File: src/rtl/adt_pkg.sv
// Package: register map, field layout, reset values and filter constants
package adt_pkg;
    // =====================================================================
    // Register offsets
    localparam logic [7:0] ADDR_GAIN_CONTROL_CFG    = 8'h01;
    localparam logic [7:0] ADDR_POSTFILTER_RATE_CFG = 8'h03;
    localparam logic [7:0] ADDR_THRESHOLD_FLOOR_CFG = 8'h04;
    localparam logic [7:0] ADDR_PEAK_DETECTOR_CFG   = 8'h05;
    localparam logic [7:0] ADDR_THRESHOLD_METHOD    = 8'h06;
    localparam logic [7:0] ADDR_POSTFILTER_SAMPLE   = 8'h12;

    // =====================================================================
    // Field positions
    localparam int METHOD_SEL_BIT = 7;   // threshold_method_cfg
    localparam int LP_BW_BIT      = 6;   // threshold_method_cfg
    localparam int GAIN_LSB       = 0;   // threshold_method_cfg [4:0]
    localparam int DISCH_LSB      = 5;   // peak_detector_cfg [6:5]
    localparam int TC_LSB         = 0;   // peak_detector_cfg [4:0]

    // =====================================================================
    // Reset values
    localparam logic [7:0] RST_GAIN_CONTROL = 8'h00;
    localparam logic [7:0] RST_RATE_CFG     = 8'h00;
    localparam logic [7:0] RST_FLOOR        = 8'h81;   // -127
    localparam logic [7:0] RST_PEAK_CFG     = 8'h14;
    localparam logic [7:0] RST_METHOD       = 8'h0b;

    // =====================================================================
    // Filter arithmetic
    localparam int FRAC_BITS      = 8;   // fraction bits of the filter state
    localparam int LP_SHIFT_BASE  = 3;   // lowpass step shift, wide bandwidth
    localparam int PD_SHIFT_BASE  = 1;   // least peak discharge shift
    localparam int GAIN_SHIFT     = 4;   // gain code is a fraction of 16

    // Threshold methods
    typedef enum logic {
        ADT_PRECHARGED_LOWPASS_METHOD = 1'b0,
        ADT_ADAPTIVE_PEAK_METHOD      = 1'b1
    } adt_method_t;
endpackage : adt_pkg

File: src/rtl/adt_peak_det.sv
// Adaptive peak detector with programmable discharge
`timescale 1ns/1ps
`default_nettype none
module adt_peak_det
    import adt_pkg::*;
(
    input  wire logic               ref_clk_i,
    input  wire logic               srst_i,
    input  wire logic               precharge_i,
    input  wire logic               sample_valid_i,
    input  wire logic signed [7:0]  sample_i,
    input  wire logic        [1:0]  peak_discharge_sel_i,
    input  wire logic        [4:0]  peak_time_const_i,
    output logic signed     [15:0]  peak_o
);
    // =====================================================================
    // Decay shift: longer time constant and discharge setting mean slower
    logic        [3:0]  dec_shift;
    logic signed [15:0] x_ext;
    logic signed [16:0] diff;
    logic signed [16:0] step;
    logic signed [15:0] peak_reg;
    logic signed [15:0] peak_next;

    assign dec_shift = 4'(PD_SHIFT_BASE) + {1'b0, peak_time_const_i[4:2]}
                       + {2'b00, peak_discharge_sel_i};
    assign x_ext     = {sample_i, 8'h00};
    assign diff      = 17'(x_ext) - 17'(peak_reg);
    assign step      = diff >>> dec_shift;

    // Instant attack on a higher sample, exponential discharge otherwise
    assign peak_next = precharge_i         ? x_ext :
                       (diff > 17'sd0)     ? x_ext :
                       16'(17'(peak_reg) + step);

    // State update only on new samples
    always_ff @(posedge ref_clk_i) begin
        if (srst_i) begin
            peak_reg <= 16'sh0000;
        end else if (sample_valid_i) begin
            peak_reg <= peak_next;
        end
    end

    assign peak_o = peak_reg;

    // Peak never drops below a newer, larger sample
    property p_peak_attack;
        @(posedge ref_clk_i) disable iff (srst_i)
        (sample_valid_i && (x_ext > peak_reg)) |=> (peak_reg == $past(x_ext));
    endproperty
    a_peak_attack: assert property (p_peak_attack)
        else $error("peak detector missed a rising sample");
endmodule // adt_peak_det
`default_nettype wire

File: src/rtl/adt_threshold.sv
// Amplitude-keyed decision threshold generator and data slicer
// =========================================================================
`timescale 1ns/1ps
`default_nettype none
module adt_threshold
    import adt_pkg::*;
(
    input  wire logic               ref_clk_i,
    input  wire logic               srst_i,
    input  wire logic               ask_mode_i,
    input  wire logic               sample_valid_i,
    input  wire logic signed [7:0]  sample_i,
    input  wire logic        [7:0]  reg_addr_i,
    input  wire logic        [7:0]  reg_wdata_i,
    input  wire logic               reg_wr_i,
    input  wire logic               reg_rd_i,
    output logic             [7:0]  reg_rdata_o,
    output logic signed      [7:0]  threshold_o,
    output logic                    data_o
);
    // =====================================================================
    // Register file
    logic [7:0] gain_control_cfg_reg;
    logic [7:0] postfilter_rate_cfg_reg;
    logic [7:0] threshold_floor_cfg_reg;
    logic [7:0] peak_detector_cfg_reg;
    logic [7:0] threshold_method_cfg_reg;
    logic [7:0] postfilter_sample_reg;
    logic [7:0] rdata_next;

    // Register writes; unmapped and read-only offsets ignore the write
    always_ff @(posedge ref_clk_i) begin
        if (srst_i) begin
            gain_control_cfg_reg     <= RST_GAIN_CONTROL;
            postfilter_rate_cfg_reg  <= RST_RATE_CFG;
            threshold_floor_cfg_reg  <= RST_FLOOR;
            peak_detector_cfg_reg    <= RST_PEAK_CFG;
            threshold_method_cfg_reg <= RST_METHOD;
        end else if (reg_wr_i) begin
            unique case (reg_addr_i)
                ADDR_GAIN_CONTROL_CFG:    gain_control_cfg_reg     <= reg_wdata_i;
                ADDR_POSTFILTER_RATE_CFG: postfilter_rate_cfg_reg  <= reg_wdata_i;
                ADDR_THRESHOLD_FLOOR_CFG: threshold_floor_cfg_reg  <= reg_wdata_i;
                ADDR_PEAK_DETECTOR_CFG:   peak_detector_cfg_reg    <= reg_wdata_i;
                ADDR_THRESHOLD_METHOD:    threshold_method_cfg_reg <= reg_wdata_i;
                default: ;
            endcase
        end
    end

    // Read mux; unmapped offsets read zero
    always_comb begin
        unique case (reg_addr_i)
            ADDR_GAIN_CONTROL_CFG:    rdata_next = gain_control_cfg_reg;
            ADDR_POSTFILTER_RATE_CFG: rdata_next = postfilter_rate_cfg_reg;
            ADDR_THRESHOLD_FLOOR_CFG: rdata_next = threshold_floor_cfg_reg;
            ADDR_PEAK_DETECTOR_CFG:   rdata_next = peak_detector_cfg_reg;
            ADDR_THRESHOLD_METHOD:    rdata_next = threshold_method_cfg_reg;
            ADDR_POSTFILTER_SAMPLE:   rdata_next = postfilter_sample_reg;
            default:                  rdata_next = 8'h00;
        endcase
    end

    // Read data and sample snapshot; the snapshot lets the host calibrate
    always_ff @(posedge ref_clk_i) begin
        if (srst_i) begin
            reg_rdata_o           <= 8'h00;
            postfilter_sample_reg <= 8'h00;
        end else begin
            if (reg_rd_i) begin
                reg_rdata_o <= rdata_next;
            end
            if (sample_valid_i) begin
                postfilter_sample_reg <= sample_i;
            end
        end
    end

    // =====================================================================
    // Field decode
    adt_method_t        method;
    logic               lowpass_bw_sel;
    logic        [4:0]  threshold_gain_code;
    logic        [1:0]  peak_discharge_sel;
    logic        [4:0]  peak_time_const;
    logic signed [7:0]  threshold_floor;

    assign method              = adt_method_t'(threshold_method_cfg_reg[METHOD_SEL_BIT]);
    assign lowpass_bw_sel      = threshold_method_cfg_reg[LP_BW_BIT];
    assign threshold_gain_code = threshold_method_cfg_reg[GAIN_LSB +: 5];
    assign peak_discharge_sel  = peak_detector_cfg_reg[DISCH_LSB +: 2];
    assign peak_time_const     = peak_detector_cfg_reg[TC_LSB +: 5];
    assign threshold_floor     = threshold_floor_cfg_reg;

    // =====================================================================
    // Precharge: first sample after a method change or any ASK/FSK mode change
    // loads the active filter directly, so settling starts from the signal
    logic method_seen_reg;
    logic ask_seen_reg;
    logic primed_reg;
    logic precharge;

    assign precharge = sample_valid_i && !primed_reg;

    always_ff @(posedge ref_clk_i) begin
        if (srst_i) begin
            method_seen_reg <= 1'b0;
            ask_seen_reg    <= 1'b0;
            primed_reg      <= 1'b0;
        end else begin
            method_seen_reg <= method;
            ask_seen_reg    <= ask_mode_i;
            if ((method != method_seen_reg) || (ask_mode_i != ask_seen_reg)) begin
                primed_reg <= 1'b0;
            end else if (sample_valid_i) begin
                primed_reg <= 1'b1;
            end
        end
    end

    // =====================================================================
    // Precharged lowpass: step shift grows by one for the narrow setting
    logic        [2:0]  lp_shift;
    logic signed [15:0] x_ext;
    logic signed [16:0] lp_diff;
    logic signed [15:0] lp_reg;
    logic signed [15:0] lp_next;

    assign lp_shift = 3'(LP_SHIFT_BASE) + {2'b00, lowpass_bw_sel};
    assign x_ext    = {sample_i, 8'h00};
    assign lp_diff  = 17'(x_ext) - 17'(lp_reg);
    assign lp_next  = precharge ? x_ext : 16'(17'(lp_reg) + (lp_diff >>> lp_shift));

    always_ff @(posedge ref_clk_i) begin
        if (srst_i) begin
            lp_reg <= 16'sh0000;
        end else if (sample_valid_i && (method == ADT_PRECHARGED_LOWPASS_METHOD)) begin
            lp_reg <= lp_next;
        end
    end

    // =====================================================================
    // Adaptive peak detector; only clocked while its method is chosen
    logic signed [15:0] peak_level;

    adt_peak_det u_peak_det (
        .ref_clk_i            (ref_clk_i),
        .srst_i               (srst_i),
        .precharge_i          (precharge),
        .sample_valid_i       (sample_valid_i && (method == ADT_ADAPTIVE_PEAK_METHOD)),
        .sample_i             (sample_i),
        .peak_discharge_sel_i (peak_discharge_sel),
        .peak_time_const_i    (peak_time_const),
        .peak_o               (peak_level)
    );

    // =====================================================================
    // Threshold: scaled level, saturated to 8 bits, held above the floor in ASK mode; zero in FSK mode
    logic signed [7:0]  level;
    logic signed [13:0] scaled;
    logic signed [13:0] shifted;
    logic signed [7:0]  raw_thr;
    logic signed [7:0]  ask_thr;
    logic signed [7:0]  thr_next;

    assign level    = (method == ADT_PRECHARGED_LOWPASS_METHOD) ?
                      lp_reg[15:FRAC_BITS] : peak_level[15:FRAC_BITS];
    assign scaled   = level * $signed({1'b0, threshold_gain_code});
    assign shifted  = scaled >>> GAIN_SHIFT;
    assign raw_thr  = (shifted > 14'sd127)  ? 8'sh7f :
                      (shifted < -14'sd128) ? 8'sh80 : shifted[7:0];
    assign ask_thr  = (raw_thr < threshold_floor) ? threshold_floor : raw_thr;
    assign thr_next = ask_mode_i ? ask_thr : 8'sh00;

    // Threshold follows every cycle; data slices only on new samples
    always_ff @(posedge ref_clk_i) begin
        if (srst_i) begin
            threshold_o <= 8'sh00;
            data_o      <= 1'b0;
        end else begin
            threshold_o <= thr_next;
            if (sample_valid_i) begin
                data_o <= (sample_i > threshold_o);
            end
        end
    end

    // =====================================================================
    // Assertions
    property p_floor_hold;
        @(posedge ref_clk_i) disable iff (srst_i)
        (ask_mode_i && $stable(threshold_floor) && !$rose(ask_mode_i))
            |=> (threshold_o >= $past(threshold_floor));
    endproperty
    a_floor_hold: assert property (p_floor_hold)
        else $error("threshold fell below the floor");

    property p_fsk_zero;
        @(posedge ref_clk_i) disable iff (srst_i)
        !ask_mode_i |=> (threshold_o == 8'sh00);
    endproperty
    a_fsk_zero: assert property (p_fsk_zero)
        else $error("FSK threshold not zero");

    property p_slice;
        @(posedge ref_clk_i) disable iff (srst_i)
        sample_valid_i |=> (data_o == ($past(sample_i) > $past(threshold_o)));
    endproperty
    a_slice: assert property (p_slice)
        else $error("data bit disagrees with comparison");

    property p_data_hold;
        @(posedge ref_clk_i) disable iff (srst_i)
        !sample_valid_i |=> $stable(data_o);
    endproperty
    a_data_hold: assert property (p_data_hold)
        else $error("data changed without a sample");

    property p_method_lp;
        @(posedge ref_clk_i) disable iff (srst_i)
        (method == ADT_PRECHARGED_LOWPASS_METHOD) && sample_valid_i
            |=> $stable(peak_level);
    endproperty
    a_method_lp: assert property (p_method_lp)
        else $error("peak detector moved under lowpass method");

    property p_method_pd;
        @(posedge ref_clk_i) disable iff (srst_i)
        (method == ADT_ADAPTIVE_PEAK_METHOD) |=> $stable(lp_reg);
    endproperty
    a_method_pd: assert property (p_method_pd)
        else $error("lowpass moved under peak method");

    property p_precharge;
        @(posedge ref_clk_i) disable iff (srst_i)
        precharge && (method == ADT_PRECHARGED_LOWPASS_METHOD)
            |=> (lp_reg[15:FRAC_BITS] == $past(sample_i));
    endproperty
    a_precharge: assert property (p_precharge)
        else $error("lowpass not precharged by first sample");

    property p_squelch;
        @(posedge ref_clk_i) disable iff (srst_i)
        (ask_mode_i && sample_valid_i && (sample_i <= threshold_floor)
            && (threshold_o >= threshold_floor)) |=> !data_o;
    endproperty
    a_squelch: assert property (p_squelch)
        else $error("data toggled below the floor");

    property p_snapshot;
        @(posedge ref_clk_i) disable iff (srst_i)
        sample_valid_i ##1 (reg_rd_i && (reg_addr_i == ADDR_POSTFILTER_SAMPLE)
            && !sample_valid_i) |=> (reg_rdata_o == $past(sample_i, 2));
    endproperty
    a_snapshot: assert property (p_snapshot)
        else $error("sample read back wrong");
endmodule // adt_threshold
`default_nettype wire

File: config.mk
export PLATFORM = sky130hd
export DESIGN_NAME = adt_threshold
export DESIGN_NICKNAME = d
export VERILOG_FILES = /design/src/rtl/adt_pkg.sv /design/src/rtl/adt_peak_det.sv /design/src/rtl/adt_threshold.sv
export SDC_FILE = /design/constraint.sdc
export NUM_CORES = 1
export LEC_CHECK = 0
export BUFFER_PORTS_ARGS = -buffer_cell sky130_fd_sc_hd__buf_4
export CORE_ASPECT_RATIO = 0.75
export CORE_UTILIZATION = 60
export CTS_CLUSTER_DIAMETER = 50
export DETAILED_ROUTE_END_ITERATION = 8
export GPL_TIMING_DRIVEN = 0
export PLACE_DENSITY = 0.87
export SKIP_CTS_REPAIR_TIMING = 1
export SLEW_MARGIN = 15
export SYNTH_ARGS = -nofsm -noshare
export SYNTH_HDL_FRONTEND = slang
export SYNTH_HIERARCHICAL = 1
export SYNTH_SLANG_ARGS = --single-unit
File: constraint.sdc
create_clock -name ref_clk_i -period 7.9 [get_ports ref_clk_i]
set_input_delay 0.79 -clock ref_clk_i [delete_from_list [all_inputs] [get_ports ref_clk_i]]
set_output_delay 0.79 -clock ref_clk_i [all_outputs]
set_load 0.1 [all_outputs]
## Word level (Yosys, flattened, before mapping)

Index checks and enable logic that the tools add are counted.

| storage, ports and cells | value |
|---|---|
| output and inout port bits | 17 |
| bits in registers | 100 |
| input bits | 30 |
| word-level logic and storage cells | 59 |

| cells by class | value |
|---|---|
| multiplexer cells | 8 |
| multiply operators | 1 |
| eq/ne operators | 8 |
| bitwise gates (word level) | 2 |
| shift operators | 2 |
| magnitude comparators | 5 |
| reductions and logical operators | 12 |
| $add $sub $neg | 7 |

Operators with widths:

| cell | number |
|---|---|
| 2-to-1 mux 16 bit | 3 |
| case mux 8 bit (6 select lines) | 1 |
| subtractor 16 x 16 -> 17 bit | 2 |
| adder 16 bit | 2 |
| 2-to-1 mux 8 bit | 4 |
| == test 8 x 3 -> 1 bit (second input constant) | 3 |
| greater-than comparator 17 x 1 -> 1 bit (second input constant) | 1 |
| >>> shifter 17 x 3 -> 16 bit | 1 |
| >>> shifter 17 x 4 -> 16 bit | 1 |
| multiplier 8 x 6 -> 14 bit | 1 |
| greater-than comparator 10 x 8 -> 1 bit (second input constant) | 1 |
| less-than comparator 10 x 8 -> 1 bit (second input constant) | 1 |
| AND reduction 2 bit | 5 |
| == test 8 x 1 -> 1 bit (second input constant) | 1 |
| == test 8 x 2 -> 1 bit (second input constant) | 1 |
| == test 8 x 5 -> 1 bit (second input constant) | 1 |
| greater-than comparator 8 bit | 1 |
| less-than comparator 8 bit | 1 |
| adder 1 x 3 -> 4 bit (first input constant) | 1 |
| adder 4 x 2 -> 4 bit | 1 |
| OR reduction 2 bit | 2 |
| adder 2 x 1 -> 3 bit (first input constant) | 1 |
| logical AND 1 bit | 3 |
| inequality test 1 bit | 2 |
| 3 further kinds | 4 |

## Depth between registers and ports, before layout

Gate-level depths: netlist of run 1.

| logic depth | value |
|---|---|
| word-level depth | 7 |
| depth in mapped cells | 27 |
| mapped depth without buffers | 24 |

## Hierarchy

The synthesis of run 1 kept the hierarchy.

By module, submodules not included:

| module | instances | cells each | sequential area each (um^2) | area each (um^2) |
|---|---|---|---|---|
| adt_threshold | 1 | 868 | 1681.6 | 6931.6 |
| adt_peak_det | 1 | 405 | 320.3 | 2966.6 |

## Worst setup path before layout of run 1

No wires, ideal clock.

| timing | value |
|---|---|
| path type | register to register |
| from | register threshold_method_cfg_reg[7] |
| to | register threshold_o[0] |
| setup time | 0.072 ns |
| arrival | 6.825 ns |
| slack | 1.003 ns |
| data required time | 7.828 ns |
| path buffers | 3 |
| stages on the path, launching flop included | 28 |
| clock period less this slack | 6.897 ns |
| path through | dfxtp_1 buf_6 clkbuf_1 mux2i_1 nor2b_1 fa_1 inv_1 fa_1 fa_1 inv_1 ha_1 nor2b_1 o2111ai_1 nand3_1 a31o_1 a21oi_1 xnor2_4 nor4_2 clkbuf_1 or2_1 ha_1 a21o_1 a211oi_1 mux2i_1 a21oi_1 nand3_1 o31ai_4 mux2i_1 |

| on the way | value |
|---|---|
| word-level cells in the longest chain between the ends | 7 |
| elaborated cells on any way between the ends | 8 |
| classes of those cells | mul: 1; order compare: 3; mux: 4 |

RTL lines:

| element | line | RTL |
|---|---|---|
| start: declaration | adt_threshold.sv:27 | `logic [7:0] threshold_method_cfg_reg;` |
| start signal: assignment | adt_threshold.sv:45 | `ADDR_THRESHOLD_METHOD: threshold_method_cfg_reg <= reg_wdata_i;` |
| 2-to-1 mux 8 bit (*) | adt_threshold.sv:166 | `assign level = (method == ADT_PRECHARGED_LOWPASS_METHOD) ?` |
| multiplier 8 x 6 -> 14 bit (*) | adt_threshold.sv:168 | `assign scaled = level * $signed({1'b0, threshold_gain_code});` |
| less-than comparator 10 x 8 -> 1 bit | adt_threshold.sv:171 | `(shifted < -14'sd128) ? 8'sh80 : shifted[7:0];` |
| 2-to-1 mux 8 bit | adt_threshold.sv:171 |  |
| 2-to-1 mux 8 bit (*) | adt_threshold.sv:170 | `assign raw_thr = (shifted > 14'sd127) ? 8'sh7f :` |
| less-than comparator 8 bit | adt_threshold.sv:172 | `assign ask_thr = (raw_thr < threshold_floor) ? threshold_floor : raw_thr;` |
| 2-to-1 mux 8 bit (*) | adt_threshold.sv:172 |  |
| end signal: assignment | adt_threshold.sv:181 | `threshold_o <= thr_next;` |
| end: declaration | adt_threshold.sv:18 | `output logic signed [7:0] threshold_o,` |

Mark *: on every way between the ends. The rest lies on a longest branch, timed or not.
A chain may end at the register's enable or synchronous reset.

## Worst setup path after layout of run 1

| timing | value |
|---|---|
| from | register threshold_method_cfg_reg[7] |
| to | register threshold_o[7] |

Same word-level chain as after synthesis.

==> summary.txt, run 1 <==
Status
  • Outcome: complete, no violations

Power
  • Leakage: between 0.004 and 0.005 uW
  • NetSw: 755 uW
  • Int Power: approximately 1100 uW
  • Sequential group share of total power: 30.2%
  • Comb pwr share: 44.5%
  • Power per Cell Area: 167 mW/mm2
  • Clock network power share: 25.3%
  • Net Sw Frac: a little over two fifths
  • Pwr Total: ~1800 uW
  • Max IR drop VDD: 0.000121 V

Yosys
  • Cell count after synthesis: 1273
  • Synth top area share: 20.2%
  • Post-synth ARST share: 0%
  • Synth Cell Area: about 0.0099 mm2
  • Syn. warnings: 6
  • Dominant cell type by area after synthesis: dfxtp_1
  • Top_reg_cell synth: dfxtp_1
  • Post-synth EDFFs: 0
  • Mapped Nets: ~1400
  • Seq/Total Area, Yosys: roughly 20%
  • Synth Area per Inst: just under 8 um2
  • Area contributors post-synth: dfxtp_1, ha_1, a21oi_1
  • Count of cell types in the netlist: 83
  • Yosys reg bits: 100

Timing
  • Layout Skew: approximately 0.013 ns
  • Final setup viols: 0
  • Slew @ Worst Pin: 0.810 ns
  • Setup TNS: 0 ns
  • Min Tclk post-route: between 7 and 8 ns
  • Max_slew headroom: between 40% and 50%
  • Final Slew Violations: 0
  • FMAX: between 100 and 150 MHz
  • Final Hold Viols: 0
  • Fin crit share: about 95%

Worst setup path
  • CP Capture Type: register
  • Critical Path Most Common Cell: fa_1
  • Slowest stage delay, CP: about 0.55 ns
  • Arr. time, crit path: roughly 7.8 ns
  • Worst R2R Setup Slack: approximately 0.38 ns
  • Worst Path Required: 8.19 ns
  • Crit path max fanout: 10
  • CP bufs+invs: 6
  • Type of origin of the critical path: register
  • CP top delay family: adder cells
  • WS Path Type: reg -> reg
  • CP max-delay cell: fa_1

GRT
  • Initial antenna violation count: 0
  • Grt met3 use: under 10%
  • First-pass GRT wire length: ~45000 um
  • GRT Max-Usage Layer: met2
  • GRT Total Usage: about 34%
  • GR Layer Usage met1: 49.1%
  • Largest net degree at the start of global routing: 21
  • Met2 usage: between 50% and 60%
  • Vias in the first global route: about 9000
  • Grt total ovfl: 0

Die
  • Core Box Area: ~0.016 mm2
  • IO Count: 47
  • Die footprint: between 0.015 and 0.02 mm2
  • Initial cell density of the core: between 60% and 70%
  • # rows: 40
  • Die Y-Extent: approximately 110 um
  • Horiz. Die Dim: ~150 um

Layout
  • Share of cells above drive strength 1: approximately 7.8%
  • Final core occ: 67.4%
  • Fill count: around 1300
  • Final instance area: between 0.01 and 0.015 mm2
  • Fin nets: approximately 1500
  • Area Growth Syn to Fin: 9.42%
  • Diode count: 0

Clock network
  • Clock Latency Late Sink: between 0.3 and 0.4 ns
  • TritonCTS clock tree: yes
  • H-tree Lvls: 3
  • Clock buffer depth: 2
  • Clock Tree Root: clkbuf_16
  • Clk sinks: 100
  • CTS Buf Count: 9
  • Reg clk slew, reported paths: 0.08 ns

Run
  • # Max-Cap Violations: 0

Drt
  • Residual DRC: 0
  • DR vias: 9780
  • Routed Antenna Nets: 0
  • Initial DRC count: approximately 1100
  • Routed Wire Length: 28600 um
  • DR vias/cell: roughly 6.3
  • Pre-antenna DRT Iters: 8
  • Wire per inst: roughly 19 um

Placed design
  • Placed cell area: roughly 0.010 mm2
  • HPWL Detailed: about 22000 um
  • Routability congestion estimate: between 0.9 and 1
  • Port Buf Inserts: between 40 and 50

Min path
  • Hold Crit Class: reg -> reg
-- stage by stage --
step / worst slack (ns) / hold slack (ns) / std cells
finish: 0.383 / 0.456 / 1543
global route: -0.0743 / 0.482 / 1543
CTS: -0.134 / 0.457 / 1542
detailed placement: -0.0101 / 0.446 / 1526
global placement: 0.100 / 0.442 / 1526
floorplan: 1.00 / 0.436 / 1273
-- placed cells by master, fill, tap and decap left out, types with 6 or more instances in the layout --
cell type  instances
mux2i_1           41
nor2_1            87
a22o_1             7
nor2b_1           44
and3_1            10
o31ai_1            9
nand2_1          125
xnor2_1           29
nand3b_1           9
o21ai_0           47
mux4_2             6
nand3_1           62
clkbuf_16          9
nand2b_1          19
buf_4             43
or2_1              6
a221oi_1          11
a211oi_1          17
clkbuf_1          52
dfxtp_1          100
ha_1              90
or3_1             10
o21a_1            19
nor4_1             7
xor2_1            23
a21oi_1          117
inv_1             98
a22oi_1           11
nor3_1            27
a211o_1           13
buf_1             11
o211ai_1           7
mux2_2             7
o22ai_1            8
a21o_1            13
fa_1              25
a31oi_1            6
a311oi_1          14
-- power groups by stage --
stage | registers, uW | logic (uW) | clock network, uW
after global placement | 558 | 745 | 0
after CTS | 547 | 777 | 457
after global routing | 550 | 879 | 479
final | 548 | 806 | 458
after floorplan | 649 | 505 | 0
after detailed placement | 558 | 770 | 0
-- cells in the mapped netlist, types with 7 or more instances --
cell	instances
a211o_1	13
a211oi_1	17
a21o_1	13
a21oi_1	117
a221oi_1	11
a22o_1	7
a22oi_1	11
a311oi_1	14
and3_1	10
buf_1	11
clkbuf_1	53
dfxtp_1	100
fa_1	25
ha_1	90
inv_1	98
mux2_2	7
mux2i_1	44
nand2_1	125
nand2b_1	19
nand3_1	62
nand3b_1	9
nor2_1	87
nor2b_1	44
nor3_1	27
nor4_1	7
o211ai_1	7
o21a_1	19
o21ai_0	47
o22ai_1	8
o31ai_1	9
or3_1	10
xnor2_1	29
xor2_1	23
-- cell type report --
cell class	instances	area (um2)	share of cell area, %
buffer	72	294	2.71
clock buffer	9	225	2.08
clock inverter	7	80.1	0.739
inverter	98	368	3.40
multi-input combinational	1003	7260	67.0
sequential	100	2000	18.5
tap	210	263	2.43
timing repair buffer	44	343	3.17
-- worst min-delay path: cells and delay by family, from the launching register on --
family	cells	cell delay [ns]
flip-flops	1	0.31
AND/OR/NAND/NOR	1	0.05
AO/OA/AOI/OAI	1	0.05
-- final timing paths --
path                                                          startpoint                                   end  cells after the start
worst max-delay path            threshold_method_cfg_reg[7]$_SDFFE_PP0P_             threshold_o[7]$_SDFF_PP0_                     28
worst min-delay path                gain_control_cfg_reg[5]$_SDFFE_PP0P_  gain_control_cfg_reg[5]$_SDFFE_PP0P_                      2
worst max register to register  threshold_method_cfg_reg[7]$_SDFFE_PP0P_             threshold_o[7]$_SDFF_PP0_                     28
worst min register to register      gain_control_cfg_reg[5]$_SDFFE_PP0P_  gain_control_cfg_reg[5]$_SDFFE_PP0P_                      2
-- cell families after synthesis --
| kind of cell | Yosys count | synth area share, % |
|---|---|---|
| xor+xnor | 53 | 4.88 |
| buf+inv | 170 | 6.67 |
| fa+ha+maj | 115 | 16.4 |
| compound gates | 337 | 22.8 |
| simple gates | 441 | 22.4 |
| mux | 57 | 6.61 |
| flops | 100 | 20.2 |
-- per-layer routing --
layer	vias up	part of all wire [%]	routed length (um)
met4	0	2.3	649
li1	4660	-	-
met2	475	44	12500
met1	4571	45	12800
met3	74	9.3	2670
met5	-	0	0
No activity file was read; power rests on OpenSTA's default activity.
==> run 2: changes to the inputs <==
- SYNTH_HIERARCHICAL: 1 -> unset
==> summary.txt, run 2 <==
Timing
  • Final Hold Viols: 0
  • Unrepaired setup endpoints after global routing: true
  • Layout Skew: 0.00918 ns
  • Setup TNS: 0 ns
  • Max_slew headroom: between 30% and 40%
  • Min Tclk post-route: 7.70 ns
  • Final setup viols: 0
  • Slew @ Worst Pin: just over 1 ns
  • Final Slew Violations: 0
  • Fin crit share: a little over nine tenths
  • PnR worst setup slack: around 0.20 ns
  • FMAX: between 100 and 150 MHz

Worst setup path
  • Worst Setup SP: threshold_method_cfg_reg[7]$_SDFFE_PP0P_
  • Worst Path Required: approximately 8.2 ns
  • Critical R2R Launch: threshold_method_cfg_reg[7]$_SDFFE_PP0P_
  • CP max-delay cell: o311ai_2
  • CP Capture Type: register
  • WS Path Type: reg -> reg
  • Slowest stage delay, CP: ~0.62 ns
  • CP top delay family: compound AO/OA/AOI/OAI gates
  • Register-to-Register Path Depth: 25
  • R2R Path End: threshold_o[1]$_SDFF_PP0_
  • Worst R2R Setup Slack: 0.20 ns
  • Arr. time, crit path: around 8 ns
  • Crit path max fanout: 10
  • CP endpoint: threshold_o[1]$_SDFF_PP0_
  • Type of origin of the critical path: register
  • CP Depth: 25
  • CP bufs+invs: 4

GRT
  • Vias in the first global route: just under 9000
  • GRT Total Usage: between 30 and 40%
  • Initial antenna violation count: 0
  • Grt total ovfl: 0
  • First-pass GRT wire length: 45800 um
  • Largest net degree at the start of global routing: 19

Drt
  • Routed Wire Length: approximately 29000 um
  • Initial DRC count: 1154
  • DR top layer: met4
  • Residual DRC: 0
  • DR vias/cell: roughly 6.5
  • Routed Antenna Nets: 0
  • Wl on met1: roughly 13000 um
  • Wire per inst: 18.7 um
  • Met2 WL: ~12000 um
  • Pre-antenna DRT Iters: 6
  • Met3 wire length: 3590 um
  • DR vias: about 10000

Clock network
  • CTS Buf Count: 9
  • Reg clk slew, reported paths: roughly 0.080 ns
  • Clk sinks: 100
  • TritonCTS clock tree: yes
  • Clock Latency Late Sink: ~0.36 ns
  • H-tree Lvls: 3
  • Clock buffer depth: 2
  • Clock Tree Root: clkbuf_16

Layout
  • Area Growth Syn to Fin: 9.31%
  • Commonest non-fill, non-tap cell in the layout: nor2_1
  • Most frequent cells in the layout: nor2_1, a21oi_1, inv_1, dfxtp_1, ha_1
  • Fin nets: 1465
  • Diode count: 0
  • Share of cells above drive strength 1: under 10%
  • Finished Layout Cells: roughly 1500
  • Fill count: 1320

Power
  • Pwr Total: roughly 2400 uW
  • Net Sw Frac: between 40% and 50%
  • Power per Cell Area: roughly 220 mW/mm2
  • Comb pwr share: 56.7%
  • Int Power: ~1300 uW
  • NetSw: between 1000 and 1500 uW
  • Clock network power share: between 20 and 25%
  • Leakage: approximately 0.0045 uW
  • Sequential group share of total power: a little under a quarter
  • Max IR drop VDD: 0.000248 V

Yosys
  • Post-Synth Adder-Cell Area: 16.2%
  • Synth cell count leaders: nor2_1, a21oi_1, inv_1, dfxtp_1, ha_1
  • Synth Area in XOR/XNOR: approximately 4.7%
  • Dominant cell type by area after synthesis: dfxtp_1
  • Post-synthesis mux area share: 8.93%
  • Most frequent cell after synthesis: nor2_1
  • Area contributors post-synth: dfxtp_1, ha_1, mux2i_1
  • Top_reg_cell synth: dfxtp_1
  • Seq/Total Area, Yosys: between 20% and 30%
  • Synth Cell Area: between 0.009 and 0.01 mm2
  • Synth top area share: 20.3%
  • Mapped Nets: 1410
  • Post-synth EDFFs: 0
  • Synth Area per Inst: ~7.8 um2
  • Cell count after synthesis: about 1300
  • Syn. warnings: 0
  • Post-synth ARST share: 0%
  • Count of cell types in the netlist: between 70 and 80
  • Simple-Gate Fraction of Synth Area: approximately 21%
  • Yosys reg bits: 100
  • Largest family of logic cells by synthesized area: compound AO/OA/AOI/OAI gates
  • Synth Area in Compound Gates: a little under a quarter

Die
  • Horiz. Die Dim: 150 um
  • # rows: 40
  • Die footprint: approximately 0.017 mm2
  • Initial cell density of the core: 61.4%
  • Die Y-Extent: ~110 um
  • Core Box Area: ~0.016 mm2
  • IO Count: 47

Min path
  • Hold Crit Class: reg -> reg
  • WHS Path Cells: 2

Placed design
  • Port Buf Inserts: 44
  • HPWL Detailed: ~22000 um
  • Pre-CTS WS: between 0.07 and 0.08 ns
  • Placed cell count: 1521
  • Routability congestion estimate: around 1

Run
  • # Max-Cap Violations: 0

Status
  • Outcome: complete, no violations
-- run 2: power by group through the flow --
stage	Combinational, uW	Clock [uW]	Sequential, uW
floorplan	899	0	656
global placement	1240	0	563
detailed placement	1290	0	563
CTS	1300	478	552
global route	1470	501	554
finish	1350	478	554
-- run 2: how the worst min path moves through the flow --
stage	from	end	slack [ns]
after CTS	postfilter_rate_cfg_reg[5]$_SDFFE_PP0P_	postfilter_rate_cfg_reg[5]$_SDFFE_PP0P_	0.46
after detailed placement	postfilter_rate_cfg_reg[5]$_SDFFE_PP0P_	postfilter_rate_cfg_reg[5]$_SDFFE_PP0P_	0.45
final	postfilter_rate_cfg_reg[5]$_SDFFE_PP0P_	postfilter_rate_cfg_reg[5]$_SDFFE_PP0P_	0.46
after global routing	postfilter_rate_cfg_reg[1]$_SDFFE_PP0P_	postfilter_rate_cfg_reg[1]$_SDFFE_PP0P_	0.48
after global placement	postfilter_rate_cfg_reg[1]$_SDFFE_PP0P_	postfilter_rate_cfg_reg[1]$_SDFFE_PP0P_	0.44
after floorplan	postfilter_rate_cfg_reg[0]$_SDFFE_PP0P_	postfilter_rate_cfg_reg[0]$_SDFFE_PP0P_	0.43
-- run 2: per-layer routing --
metal / up-vias / track usage, %
li1: 4647 / -
met1: 4672 / 49.2
met2: 593 / 50.2
met3: 77 / 10.2
met4: 0 / 9.29
met5: - / 0
-- run 2: kinds of logic after synthesis --
family,after synthesis
AOI/OAI and AO/OA,339
muxes,86
and+or+nand+nor,409
DFF,100
buffers and inverters,168
adders and majority gates,113
xor gates and xnor gates,52
-- run 2: worst register-to-register path, stage by stage (launching register included) --
cell,delay (ns)
dfxtp_1,0.32
buf_4,0.16
clkbuf_2,0.33
mux2i_1,0.62
nor2b_1,0.17
fa_1,0.54
inv_1,0.05
fa_1,0.48
fa_1,0.55
inv_1,0.04
ha_1,0.33
nor2b_1,0.16
o2111a_1,0.25
a211o_1,0.27
a21oi_1,0.23
a31oi_1,0.08
o311ai_2,0.62
o32ai_1,0.31
ha_1,0.36
a21o_1,0.19
a21oi_1,0.17
nor2_1,0.06
a2111oi_1,0.53
o32a_1,0.48
a21oi_1,0.12
nor3b_1,0.21
-- run 2: final cells by class --
| type | count | area [um2] | share of cell area, % |
|---|---|---|---|
| Multi-Input combinational cell | 999 | 7220 | 66.9 |
| Sequential cell | 100 | 2000 | 18.6 |
| Clock buffer | 10 | 229 | 2.12 |
| Timing Repair Buffer | 44 | 330 | 3.06 |
| Clock inverter | 6 | 78.8 | 0.731 |
| Buffer | 65 | 275 | 2.55 |
| Inverter | 103 | 387 | 3.59 |
| Tap cell | 210 | 263 | 2.44 |
-- run 2: stage by stage --
step                      hold WS, ns  util [%]  cell area (um2)
after floorplan                 0.432         -             9860
after global placement          0.439      65.1            10500
after detailed placement        0.446      65.1            10500
after CTS                       0.457      67.0            10800
after global routing            0.484      67.1            10800
final                           0.457      67.1            10800
